===== src/design/vsid_pkg.sv =====
// Contract
// - Claim only addresses at or above base and below bound.
// - Bound of zero means no upper limit above base.
// - Destination address is source address plus translation offset.
// - Offset is two's complement; negative values shift the address down.
// - Image four fields use bits 31:12, 4 Kbyte granularity.
// - Image five fields use bits 31:16; base is lowest decoded address.
// - Image enable gates decoding; cleared by power-up and VME reset.
// - Posted-write bit lets writes be posted; resets to zero.
// - Prefetch bit lets reads be prefetched; resets to zero.
// - Posted and prefetch bits ignored unless PCI space is memory.
// - Only memory-space transactions are decoupled; others complete directly.
// - Program/data qualifier: 01 data, 10 program, 11 both; reset 11.
// - Privilege qualifier: 01 user, 10 supervisor, 11 both; reset 11.
// - Image five space: 001 A24, 010 A32, 110 User1, 111 User2.
// - Wide bit allows 64-bit PCI transactions; resets to zero.
// - Lock bit locks PCI bus during a VME read-modify-write.
// - PCI space: 00 memory, 01 I/O, 10 configuration; reset 00.
// - No image responds unless bus-master allow bit is set.
// - Image four additionally decodes space code 000 as A16.
package vsid_pkg;
   // =======================================
   // Register map (byte addresses)
   localparam logic [11:0] OFS_CMD_STATUS = 12'h0004;
   localparam logic [11:0] OFS_DEC_STATUS = 12'h0008;
   localparam logic [11:0] OFS_IMG4_CTL = 12'h0f90;
   localparam logic [11:0] OFS_IMG4_BASE = 12'h0f94;
   localparam logic [11:0] OFS_IMG4_BOUND = 12'h0f98;
   localparam logic [11:0] OFS_IMG4_OFFSET = 12'h0f9c;
   localparam logic [11:0] OFS_IMG5_CTL = 12'h0fa4;
   localparam logic [11:0] OFS_IMG5_BASE = 12'h0fa8;
   localparam logic [11:0] OFS_IMG5_BOUND = 12'h0fac;
   localparam logic [11:0] OFS_IMG5_OFFSET = 12'h0fb0;
   // =======================================
   // Field layout
   localparam int BIT_EN = 31;
   localparam int BIT_POST = 30;
   localparam int BIT_PREF = 29;
   localparam int POS_PROG = 22;
   localparam int POS_SUPER = 20;
   localparam int POS_SPACE = 16;
   localparam int BIT_WIDE = 7;
   localparam int BIT_LOCK = 6;
   localparam int POS_PSPACE = 0;
   localparam int BIT_MASTER = 2;
   localparam logic [31:0] CTL_MASK = 32'he0f7_00c3;
   localparam logic [31:0] IMG4_ADDR_MASK = 32'hffff_f000;
   localparam logic [31:0] IMG5_ADDR_MASK = 32'hffff_0000;
   localparam logic [31:0] CMD_MASK = 32'h0000_0004;
   // =======================================
   // Reset values
   localparam logic [31:0] CTL_RESET = 32'h00f0_0000;
   localparam logic [31:0] ADDR_RESET = 32'h0000_0000;
   localparam logic [31:0] CMD_RESET = 32'h0000_0000;
   // =======================================
   // Encodings
   localparam logic [2:0] VSP_A16 = 3'h0;
   localparam logic [2:0] VSP_A24 = 3'h1;
   localparam logic [2:0] VSP_A32 = 3'h2;
   localparam logic [2:0] VSP_USER1 = 3'h6;
   localparam logic [2:0] VSP_USER2 = 3'h7;
   localparam logic [1:0] PSP_MEM = 2'h0;
   localparam logic [1:0] PSP_IO = 2'h1;
   localparam logic [1:0] PSP_CFG = 2'h2;
   localparam logic [3:0] PCI_MEM_RD = 4'h6;
   localparam logic [3:0] PCI_IO_RD = 4'h2;
   localparam logic [3:0] PCI_CFG_RD = 4'ha;

   typedef struct packed {
      logic valid;
      logic [31:0] addr;
      logic [5:0] am;
      logic write;
      logic rmw;
   } vsid_cycle_t;

   typedef struct packed {
      logic valid;
      logic hit;
      logic image;
      logic [31:0] pci_addr;
      logic [3:0] pci_cmd;
      logic posted;
      logic prefetch;
      logic wide;
      logic lock;
   } vsid_claim_t;
endpackage : vsid_pkg


===== src/design/vsid_decoder.sv =====
`timescale 1ns/1ps
module vsid_decoder
   import vsid_pkg::*;
(
   input wire logic hclk,
   input wire logic hresetn,
   input wire logic hsel,
   input wire logic [31:0] haddr,
   input wire logic [1:0] htrans,
   input wire logic hwrite,
   input wire logic [2:0] hsize,
   input wire logic [31:0] hwdata,
   input wire logic hready,
   output logic [31:0] hrdata,
   output logic hreadyout,
   output logic hresp,
   input wire logic vme_sysreset,
   input wire vsid_cycle_t vme_cycle,
   output vsid_claim_t claim
);
   // =======================================
   // Register storage
   logic [31:0] cmd_status;
   logic [31:0] image4_control, image4_base, image4_bound, image4_offset;
   logic [31:0] image5_control, image5_base, image5_bound, image5_offset;
   logic [31:0] dec_status;
   logic wr_pend, rd_pend;
   logic [11:0] ph_addr;

   // Address-modifier match against one image's control word
   function automatic logic am_match(input logic [31:0] ctl, input logic [5:0] am,
                                     input logic allow_a16);
      logic [2:0] vsp;
      logic [1:0] prog, sup;
      logic sp, pg, pr;
      vsp = ctl[POS_SPACE +: 3];
      prog = ctl[POS_PROG +: 2];
      sup = ctl[POS_SUPER +: 2];
      sp = 1'b0;
      case (vsp)
         VSP_A16: sp = allow_a16 && am[5:3] == 3'h5 && am[1:0] == 2'h1;
         VSP_A24: sp = am[5:3] == 3'h7;
         VSP_A32: sp = am[5:3] == 3'h1;
         VSP_USER1: sp = am[5:3] == 3'h2;
         VSP_USER2: sp = am[5:3] == 3'h3;
         default: sp = 1'b0;
      endcase
      // User-defined codes carry no program or privilege meaning
      if (vsp == VSP_USER1 || vsp == VSP_USER2) begin
         pg = 1'b1;
         pr = 1'b1;
      end else begin
         pg = (am[1:0] == 2'h2) ? prog[1] : prog[0];
         pr = am[2] ? sup[1] : sup[0];
      end
      return sp && pg && pr;
   endfunction : am_match

   // Window and enable check; mask keeps only implemented bits
   function automatic logic in_window(input logic [31:0] ctl, input logic [31:0] base,
                                      input logic [31:0] bound, input logic [31:0] mask,
                                      input logic [31:0] addr);
      logic [31:0] a;
      logic above, below;
      a = addr & mask;
      above = a >= base;
      below = (bound == 32'h0000_0000) || (a < bound);
      return ctl[BIT_EN] && ctl[POS_PSPACE +: 2] != 2'h3 && above && below;
   endfunction : in_window

   // =======================================
   // AHB-Lite slave
   wire addr_ok = hsel && hready && htrans[1];

   always_ff @(posedge hclk or negedge hresetn) begin
      if (!hresetn) begin
         wr_pend <= 1'b0;
         rd_pend <= 1'b0;
         ph_addr <= 12'h000;
      end else begin
         if (hready) begin
            wr_pend <= addr_ok && hwrite;
            rd_pend <= addr_ok && !hwrite;
            ph_addr <= haddr[11:0];
         end else begin
            rd_pend <= 1'b0;
         end
      end
   end

   // Reads take one wait state so a write in the previous beat is seen
   assign hreadyout = !rd_pend;
   assign hresp = 1'b0;

   always_ff @(posedge hclk or negedge hresetn) begin
      if (!hresetn) begin
         hrdata <= 32'h0000_0000;
      end else if (rd_pend) begin
         if (ph_addr == OFS_CMD_STATUS) begin
            hrdata <= cmd_status;
         end else if (ph_addr == OFS_DEC_STATUS) begin
            hrdata <= dec_status;
         end else if (ph_addr == OFS_IMG4_CTL) begin
            hrdata <= image4_control;
         end else if (ph_addr == OFS_IMG4_BASE) begin
            hrdata <= image4_base;
         end else if (ph_addr == OFS_IMG4_BOUND) begin
            hrdata <= image4_bound;
         end else if (ph_addr == OFS_IMG4_OFFSET) begin
            hrdata <= image4_offset;
         end else if (ph_addr == OFS_IMG5_CTL) begin
            hrdata <= image5_control;
         end else if (ph_addr == OFS_IMG5_BASE) begin
            hrdata <= image5_base;
         end else if (ph_addr == OFS_IMG5_BOUND) begin
            hrdata <= image5_bound;
         end else if (ph_addr == OFS_IMG5_OFFSET) begin
            hrdata <= image5_offset;
         end else begin
            hrdata <= 32'h0000_0000;
         end
      end
   end

   // =======================================
   // Image registers; VME reset clears them like power-up
   always_ff @(posedge hclk or negedge hresetn) begin
      if (!hresetn) begin
         image4_control <= CTL_RESET;
         image4_base <= ADDR_RESET;
         image4_bound <= ADDR_RESET;
         image4_offset <= ADDR_RESET;
      end else if (vme_sysreset) begin
         image4_control <= CTL_RESET;
         image4_base <= ADDR_RESET;
         image4_bound <= ADDR_RESET;
         image4_offset <= ADDR_RESET;
      end else if (wr_pend) begin
         if (ph_addr == OFS_IMG4_CTL) begin
            image4_control <= hwdata & CTL_MASK;
         end else if (ph_addr == OFS_IMG4_BASE) begin
            image4_base <= hwdata & IMG4_ADDR_MASK;
         end else if (ph_addr == OFS_IMG4_BOUND) begin
            image4_bound <= hwdata & IMG4_ADDR_MASK;
         end else if (ph_addr == OFS_IMG4_OFFSET) begin
            image4_offset <= hwdata & IMG4_ADDR_MASK;
         end
      end
   end

   always_ff @(posedge hclk or negedge hresetn) begin
      if (!hresetn) begin
         image5_control <= CTL_RESET;
         image5_base <= ADDR_RESET;
         image5_bound <= ADDR_RESET;
         image5_offset <= ADDR_RESET;
      end else if (vme_sysreset) begin
         image5_control <= CTL_RESET;
         image5_base <= ADDR_RESET;
         image5_bound <= ADDR_RESET;
         image5_offset <= ADDR_RESET;
      end else if (wr_pend) begin
         if (ph_addr == OFS_IMG5_CTL) begin
            image5_control <= hwdata & CTL_MASK;
         end else if (ph_addr == OFS_IMG5_BASE) begin
            image5_base <= hwdata & IMG5_ADDR_MASK;
         end else if (ph_addr == OFS_IMG5_BOUND) begin
            image5_bound <= hwdata & IMG5_ADDR_MASK;
         end else if (ph_addr == OFS_IMG5_OFFSET) begin
            image5_offset <= hwdata & IMG5_ADDR_MASK;
         end
      end
   end

   always_ff @(posedge hclk or negedge hresetn) begin
      if (!hresetn) begin
         cmd_status <= CMD_RESET;
      end else if (wr_pend && ph_addr == OFS_CMD_STATUS) begin
         cmd_status <= hwdata & CMD_MASK;
      end
   end

   // =======================================
   // Decode and translation
   logic hit4, hit5, sel5;
   logic [31:0] ctl_sel, off_sel, mask_sel;
   logic [1:0] psp_sel;
   logic is_mem;

   always_comb begin
      hit4 = in_window(image4_control, image4_base, image4_bound, IMG4_ADDR_MASK,
                       vme_cycle.addr) && am_match(image4_control, vme_cycle.am, 1'b1);
      hit5 = in_window(image5_control, image5_base, image5_bound, IMG5_ADDR_MASK,
                       vme_cycle.addr) && am_match(image5_control, vme_cycle.am, 1'b0);
      // Overlapping windows resolve to image four
      sel5 = !hit4;
      ctl_sel = sel5 ? image5_control : image4_control;
      off_sel = sel5 ? image5_offset : image4_offset;
      mask_sel = sel5 ? IMG5_ADDR_MASK : IMG4_ADDR_MASK;
      psp_sel = ctl_sel[POS_PSPACE +: 2];
      is_mem = psp_sel == PSP_MEM;
   end

   wire master_on = cmd_status[BIT_MASTER];
   wire any_hit = master_on && (hit4 || hit5);

   always_ff @(posedge hclk or negedge hresetn) begin
      if (!hresetn) begin
         claim <= '0;
      end else begin
         claim.valid <= vme_cycle.valid;
         claim.hit <= vme_cycle.valid && any_hit;
         claim.image <= sel5;
         // Offset adds modulo 2^32, so a two's complement value moves down
         claim.pci_addr <= ((vme_cycle.addr & mask_sel) + off_sel)
                           | (vme_cycle.addr & ~mask_sel);
         case (psp_sel)
            PSP_IO: claim.pci_cmd <= PCI_IO_RD | {3'h0, vme_cycle.write};
            PSP_CFG: claim.pci_cmd <= PCI_CFG_RD | {3'h0, vme_cycle.write};
            default: claim.pci_cmd <= PCI_MEM_RD | {3'h0, vme_cycle.write};
         endcase
         // Non-memory cycles complete coupled whatever the enables say
         claim.posted <= is_mem && ctl_sel[BIT_POST] && vme_cycle.write;
         claim.prefetch <= is_mem && ctl_sel[BIT_PREF] && !vme_cycle.write;
         claim.wide <= ctl_sel[BIT_WIDE];
         claim.lock <= any_hit && ctl_sel[BIT_LOCK] && vme_cycle.rmw;
      end
   end

   // Last offered VME cycle, hit or miss, visible to software
   always_ff @(posedge hclk or negedge hresetn) begin
      if (!hresetn) begin
         dec_status <= 32'h0000_0000;
      end else if (vme_cycle.valid) begin
         dec_status <= {any_hit, sel5, 30'h0000_0000};
      end
   end
endmodule : vsid_decoder


===== config.mk =====
export PLATFORM = sky130hd
export DESIGN_NAME = vsid_decoder
export DESIGN_NICKNAME = d
export VERILOG_FILES = /design/src/design/vsid_pkg.sv /design/src/design/vsid_decoder.sv
export SDC_FILE = /design/constraint.sdc
export NUM_CORES = 1
export LEC_CHECK = 0
export BUFFER_PORTS_ARGS = -buffer_cell sky130_fd_sc_hd__clkbuf_2
export CAP_MARGIN = 15
export CORE_ASPECT_RATIO = 0.5
export CORE_MARGIN = 10
export CORE_UTILIZATION = 34
export DETAILED_ROUTE_END_ITERATION = 8
export HOLD_SLACK_MARGIN = 0.1
export PLACE_DENSITY = 0.5
export SYNTH_ARGS = -nofsm -noshare
export SYNTH_HDL_FRONTEND = slang
export SYNTH_SLANG_ARGS = --single-unit

===== constraint.sdc =====
create_clock -name hclk -period 3.9 [get_ports hclk]
set_input_delay 0.39 -clock hclk [delete_from_list [all_inputs] [get_ports hclk]]
set_output_delay 0.39 -clock hclk [all_outputs]
set_load 0.02 [all_outputs]

==> impl_metrics.ini, run 1 <==
[outcome]
status = finished with violations
violations = negative setup slack

[hold_path]
hold_depth = 3
hp-class = input port to register
hold_start = vme_cycle[22]

[grt]
overflow = 0
antenna_found_initial = 1
grt_use_total = 0.205
grt_max_degree = 96
grt_pass1_wl_um = 70800
grt_pass1_vias = 11829

[sta]
fin_crit_sh = 1.13
hold-worst-slack_ps = 122
setup_viol = 12
report.final.slew_viol_count = 0
relSlewSlack = 0.303
hold_violations = 0
period_minus_slack_ps = 4390
rsz0062_at_grt = true
max_freq_ghz = 0.228
fin_ws_ps = -490
fin_setup_tns_ps = -3350
worstMarginPinSlew_ps = 1050
skew_ps = 19.3

[synthesis]
yosysMostFrequentCell = nand2_1
syn-instance-count = 1385
synthXorXnorAreaFrac = 0.0122
ys_seq_area_frac = 0.455
synth_common_cells = nand2_1, dfrtp_1, a21oi_1, ha_1, inv_1
synth_compound_area_frac = 0.174
yosysTopAreaCellShare = 0.437
synth_warnings = 0
synth_top_family_by_area = simple AND/OR/NAND/NOR gates
yosys.area_share.simple = 0.189
muxShareOfSynthArea = 0.0186
syn_area_per_cell_um2 = 8.80
netlist_area_um2 = 12200
synth.area.top_cells = dfrtp_1, nand2_1, ha_1
synth_adder_area_share = 0.0951
synth-edff-count = 0
ys_types = 56
ys_seq_elements = 221
yosys.area.top_type = dfrtp_1
synthArstFlopShare = 1.00
synth-main-ff-cell = dfrtp_1

[cts]
clk_pin_slew_ps = 60
numCtsBuffers = 24
cts_tree = yes
clockRootBuffer = clkbuf_16
clock_latency_ps = 560
cts_sinks = 221
htree_num_levels = 1
clock_path_buffers = 3

[setup_path]
cpPeakStageDelay_ps = 410
rr_startpoint = image4_bound[16]$_DFFE_PN0P_
cp-end-kind = register
cp_data_arrival_time_ps = 4820
crit_slowest_cell = dfrtp_1
start_kind = register
cp_max_fo = 5
path_cells = inv_2 -> ha_4 -> a21o_1 -> a2111oi_4 -> o21ai_2 -> a41o_1 -> a21oi_2 -> nor3b_4 -> buf_6 -> buf_12 -> buf_6 -> and2_4 -> buf_4 -> inv_2 -> fa_2 -> nor2b_2 -> o21a_1 -> o21ai_4 -> a21boi_4 -> o2111ai_2 -> nand4_1 -> a31o_2 -> a21oi_2 -> xnor2_1
cp-startpoint = image4_bound[16]$_DFFE_PN0P_
r2r_cells = 24
critical_path_required_ps = 4330
criticalPathCategory = register to register

[detailed_routing]
vias_per_cell = 5.26
first_pass_iters = 9
drt_iter0_markers = 1072
wl_per_cell_um = 21.2
ant_nets = 0
vias = 11584
post-route-drc-count = 0
wl_um = 46600

[floorplanning]
die_area_um2 = 44300
row_count = 48
io_pins = 193
die_h_um = 154
dieWidth_um = 288
core_area_um2 = 34900
initial_utilization = 0.349

[pwr]
p_per_area_nw_per_um2 = 327
p_leak_nw = 7.17
vdd.ir_drop.worst_v = 0.000223

[place]
dp_hpwl_um = 34100
gp_congestion = 0.931
port_buffers = 153

[final_layout]
drive_above_1_share = 0.263
fin_nets = 1917
syn2layout_area_growth_pct = 32.7
fin_util = 0.464

[run]
drv_cap = 0
-- critical path, delay by kind of cell, from the launching register on --
| kind | cells | cell delay (ps) |
|---|---|---|
| xor gates and xnor gates | 1 | 120 |
| and+or+nand+nor | 4 | 620 |
| DFF | 1 | 410 |
| adders and majority gates | 2 | 590 |
| AOI/OAI and AO/OA | 11 | 1890 |
| buffers and inverters | 6 | 610 |
-- metal layers --
metal | vias up | track usage | wire length, um
met1 | 5683 | 0.267 | 20000
li1 | 5416 | - | -
met5 | - | 0 | 0
met2 | 400 | 0.327 | 21500
met3 | 85 | 0.0508 | 3670
met4 | 0 | 0.0667 | 1330
-- flip-flops by register name, indices dropped and copies added (netlist names), 2 cells and up --
signal and flops:
claim 43, hrdata 25, image4_base 20, image4_bound 20, image4_offset 20, image5_base 16, image5_bound 16, image5_offset 16
image4_control 14, image5_control 14, ph_addr 12, dec_status 2
-- cell type report --
type | instances | area, um^2
Clock buffer | 32 | 651
Inverter | 85 | 319
Fill cell | 3314 | 18700
Multi-Input combinational cell | 1008 | 6320
Sequential cell | 221 | 5540
Antenna cell | 1 | 2.50
Clock inverter | 10 | 164
Timing Repair Buffer | 369 | 2580
Tap cell | 475 | 594
-- repair_timing --
action,4_1_cts,5_1_grt
pin swaps,19,15
gates resized for setup,32,28
hold buffers,37,0
gates cloned,1,0
setup endpoints to repair,11,14
buffers inserted,8,8
endpoints found under the hold margin,143,0
-- through the flow --
step	area (um^2)	total power, W	cells	worst slack, ps
after floorplan	12300	0.00260	1392	-41.9
after global placement	14600	0.00283	2107	-783
after detailed placement	14600	0.00284	2107	-819
after CTS	16000	0.00534	2194	-477
after global routing	16200	0.00548	2201	-705
final	16200	0.00529	2201	-490
-- logic make-up after synthesis --
family,after synthesis
simple gates,532
fa+ha+maj,92
mux,21
compound gates,337
other cells,2
flops,221
xor+xnor,17
buf+inv,163
-- final timing paths --
path,slack [ps],endpoint
min,120,claim[22]$_DFF_PN0_
min reg2reg,480,hrdata[26]$_DFFE_PN0P_
max,-490,claim[38]$_DFF_PN0_
max reg2reg,-490,claim[38]$_DFF_PN0_
max in group asynchronous,2390,image5_base[27]$_DFFE_PN0P_
min in group asynchronous,470,claim[19]$_DFF_PN0_
-- report_power, final --
group	total [W]	internal (W)	switching, W	leakage [nW]
Clock	0.00245	0.00144	0.00101	0.396
Combinational	0.000490	0.000197	0.000292	3.84
Sequential	0.00235	0.00233	0.0000245	2.93
-- cells in the final DEF (no fill, tap or decap), drive strengths merged, types with 4 or more instances in the layout --
cell	netlist	routed
nand3b	10	10
dfstp	8	8
clkinv	0	5
nand2	371	371
a22oi	19	19
or3	4	4
buf	25	181
conb	2	9
o21ai	32	32
mux2i	8	8
dlygate4sd3	0	37
o221ai	8	8
a21o	18	18
and2	6	6
a21oi	175	175
xnor2	14	14
nand2b	18	18
inv	85	85
a211oi	6	6
nor4	20	20
nor2	45	45
nor3	15	15
a222oi	21	21
o22ai	7	7
o2bb2ai	7	7
clkbuf	53	183
o21a	12	12
nand3	22	22
dfrtp	213	213
ha	91	91
nor2b	6	6
a221oi	12	12
bufinv	0	4
mux2	13	13
nand4	5	5
(Power assumes the default switching activity.)
==> run 2, diff against run 1 <==
- RECOVER_POWER: not set -> 25
==> impl_metrics.ini, run 2 (synthesized netlist as in run 1, its figures left out) <==
[sta]
period_minus_slack_ps = 4390
skew_ps = 19.5
relSlewSlack = -0.654
max_freq_ghz = 0.228
fin_crit_sh = 1.12
worstMarginPinSlew_ps = 2480
fin_ws_ps = -486
rsz0062_at_grt = true
report.final.slew_viol_count = 96
hold_violations = 0
setup_viol = 12

[detailed_routing]
wl_per_cell_um = 21.2
wl_um = 46600
vias_per_cell = 5.25
first_pass_iters = 7
vias = 11559
drt_iter0_markers = 1098
post-route-drc-count = 0
ant_nets = 0

[run]
drv_cap = 1

[setup_path]
path_cells = inv_1 -> ha_1 -> o21ai_1 -> a21oi_1 -> nor3_2 -> o21ai_2 -> a211oi_2 -> nor3b_4 -> buf_6 -> buf_12 -> buf_16 -> and2_4 -> ha_4 -> buf_4 -> a21oi_4 -> o211ai_1 -> nand2b_4 -> a21o_1 -> a21o_1 -> o41ai_4 -> o21a_1 -> o21ai_1 -> xnor2_1
critical_path_required_ps = 4320
cp_max_fo = 4
cp-end-kind = register
rr_startpoint = image4_base[13]$_DFFE_PN0P_
cp-endpoint = claim[39]$_DFF_PN0_
crit_slowest_cell = dfrtp_1
cp_data_arrival_time_ps = 4800
r2r_cells = 23
reg2reg_to = claim[39]$_DFF_PN0_
criticalPathCategory = register to register
cp-startpoint = image4_base[13]$_DFFE_PN0P_
rrSetupSlack_ps = -490
critPathBufInv = 5
crit_family = compound AO/OA/AOI/OAI gates
cp.depth = 23
cpPeakStageDelay_ps = 380
start_kind = register

[cts]
clockRootBuffer = clkbuf_16
htree_num_levels = 1
clock_path_buffers = 3
clock_latency_ps = 560
clk_pin_slew_ps = 70
cts_tree = yes
numCtsBuffers = 24
cts_sinks = 221

[final_layout]
drive_above_1_share = 0.261
final_cell_area_um2 = 16100
fin_nets = 1917
largest_reg_flops = 43
regMostFlops = claim
top_regs = claim x43, hrdata x25
filler_cell_count = 3319
layout_commonest_cell = nand2_1
syn2layout_area_growth_pct = 32.5
fin_util = 0.463
layout_common_cells = nand2_1, dfrtp_1, a21oi_1

[floorplanning]
io_pins = 193
dieWidth_um = 288
die_h_um = 154
die_area_um2 = 44300
initial_utilization = 0.349
row_count = 48
core_area_um2 = 34900

[grt]
grt_pass1_wl_um = 70800
grt_max_degree = 96
antenna_found_initial = 1
overflow = 0
grt_pass1_vias = 11829
grt_use_total = 0.205

[pwr]
p_per_area_nw_per_um2 = 328
p_leak_nw = 7.16
vdd.ir_drop.worst_v = 0.000224

[place]
dp_hpwl_um = 34100
port_buffers = 153
gp_congestion = 0.931
dpl_cell_area_um2 = 14600

[outcome]
violations = max-capacitance violations, max-slew violations, negative setup slack
status = finished with violations

[hold_path]
hold_depth = 3
hp-class = input port to register
==> run 2: power by group <==
part           total, W  switching, W  internal [W]  leakage, nW
registers       0.00235     0.0000245       0.00233         2.93
clock network   0.00245       0.00102       0.00144        0.396
logic          0.000487      0.000292      0.000195         3.83
total           0.00529       0.00133       0.00396         7.16
==> run 2: metal layers <==
layer,vias to the layer above,track usage,share of wire
met1,5646,0.267,0.43
li1,5410,-,-
met3,88,0.0508,0.079
met2,415,0.327,0.46
met5,-,0,0
met4,0,0.0667,0.030
==> run 2: cell type report <==
class	count	area, um^2	area share
well taps	475	594	0.0368
repair buffers	369	2560	0.158
multi-input cells	1008	6320	0.391
diodes	1	2.50	0.000155
inverters	85	319	0.0198
flip-flops and latches	221	5540	0.343
clock buffers	32	651	0.0403
clock inverters	10	164	0.0101
==> run 2: repair_timing <==
| item | 4_1_cts | 5_1_grt |
|---|---|---|
| endpoints found under the setup margin | 11 | 14 |
| pin swaps | 19 | 15 |
| hold buffers | 37 | 0 |
| buffers inserted | 8 | 8 |
| endpoints found under the hold margin | 143 | 0 |
| gates resized for setup | 32 | 28 |
| cloned | 1 | 0 |
==> run 2: worst register-to-register path: stages, from the launching register on <==
cell      delay [ps]
dfrtp_1          380
inv_1            100
ha_1             240
o21ai_1          120
a21oi_1           60
nor3_2           370
o21ai_2          110
a211oi_2         330
nor3b_4           80
buf_6            150
buf_12           130
buf_16           120
and2_4           160
ha_4             160
buf_4            130
a21oi_4          140
o211ai_1         160
nand2b_4         190
a21o_1           190
a21o_1           230
o41ai_4          240
o21a_1           220
o21ai_1           90
xnor2_1          140
==> run 2: worst min path at each step <==
stage	slack [ps]	endpoint	start
final	120	claim[22]$_DFF_PN0_	vme_cycle[22]
after global routing	130	image5_base[19]$_DFFE_PN0P_	hwdata[19]
after CTS	110	claim[22]$_DFF_PN0_	vme_cycle[22]
after detailed placement	470	hrdata[26]$_DFFE_PN0P_	hrdata[26]$_DFFE_PN0P_
after global placement	470	claim[12]$_DFF_PN0_	hresetn
after floorplan	90	claim[0]$_DFF_PN0_	hresetn
==> run 2: per-stage QoR <==
stage | hold WS [ps] | std cells | setup TNS [ps] | worst slack (ps) | total power [W]
after floorplan | 94.4 | 1392 | -73.6 | -41.9 | 0.00260
after global placement | 466 | 2107 | -4950 | -783 | 0.00283
after detailed placement | 470 | 2107 | -5060 | -819 | 0.00284
after CTS | 108 | 2194 | -2610 | -477 | 0.00534
after global routing | 134 | 2201 | -9550 | -705 | 0.00548
final | 123 | 2201 | -3150 | -486 | 0.00529
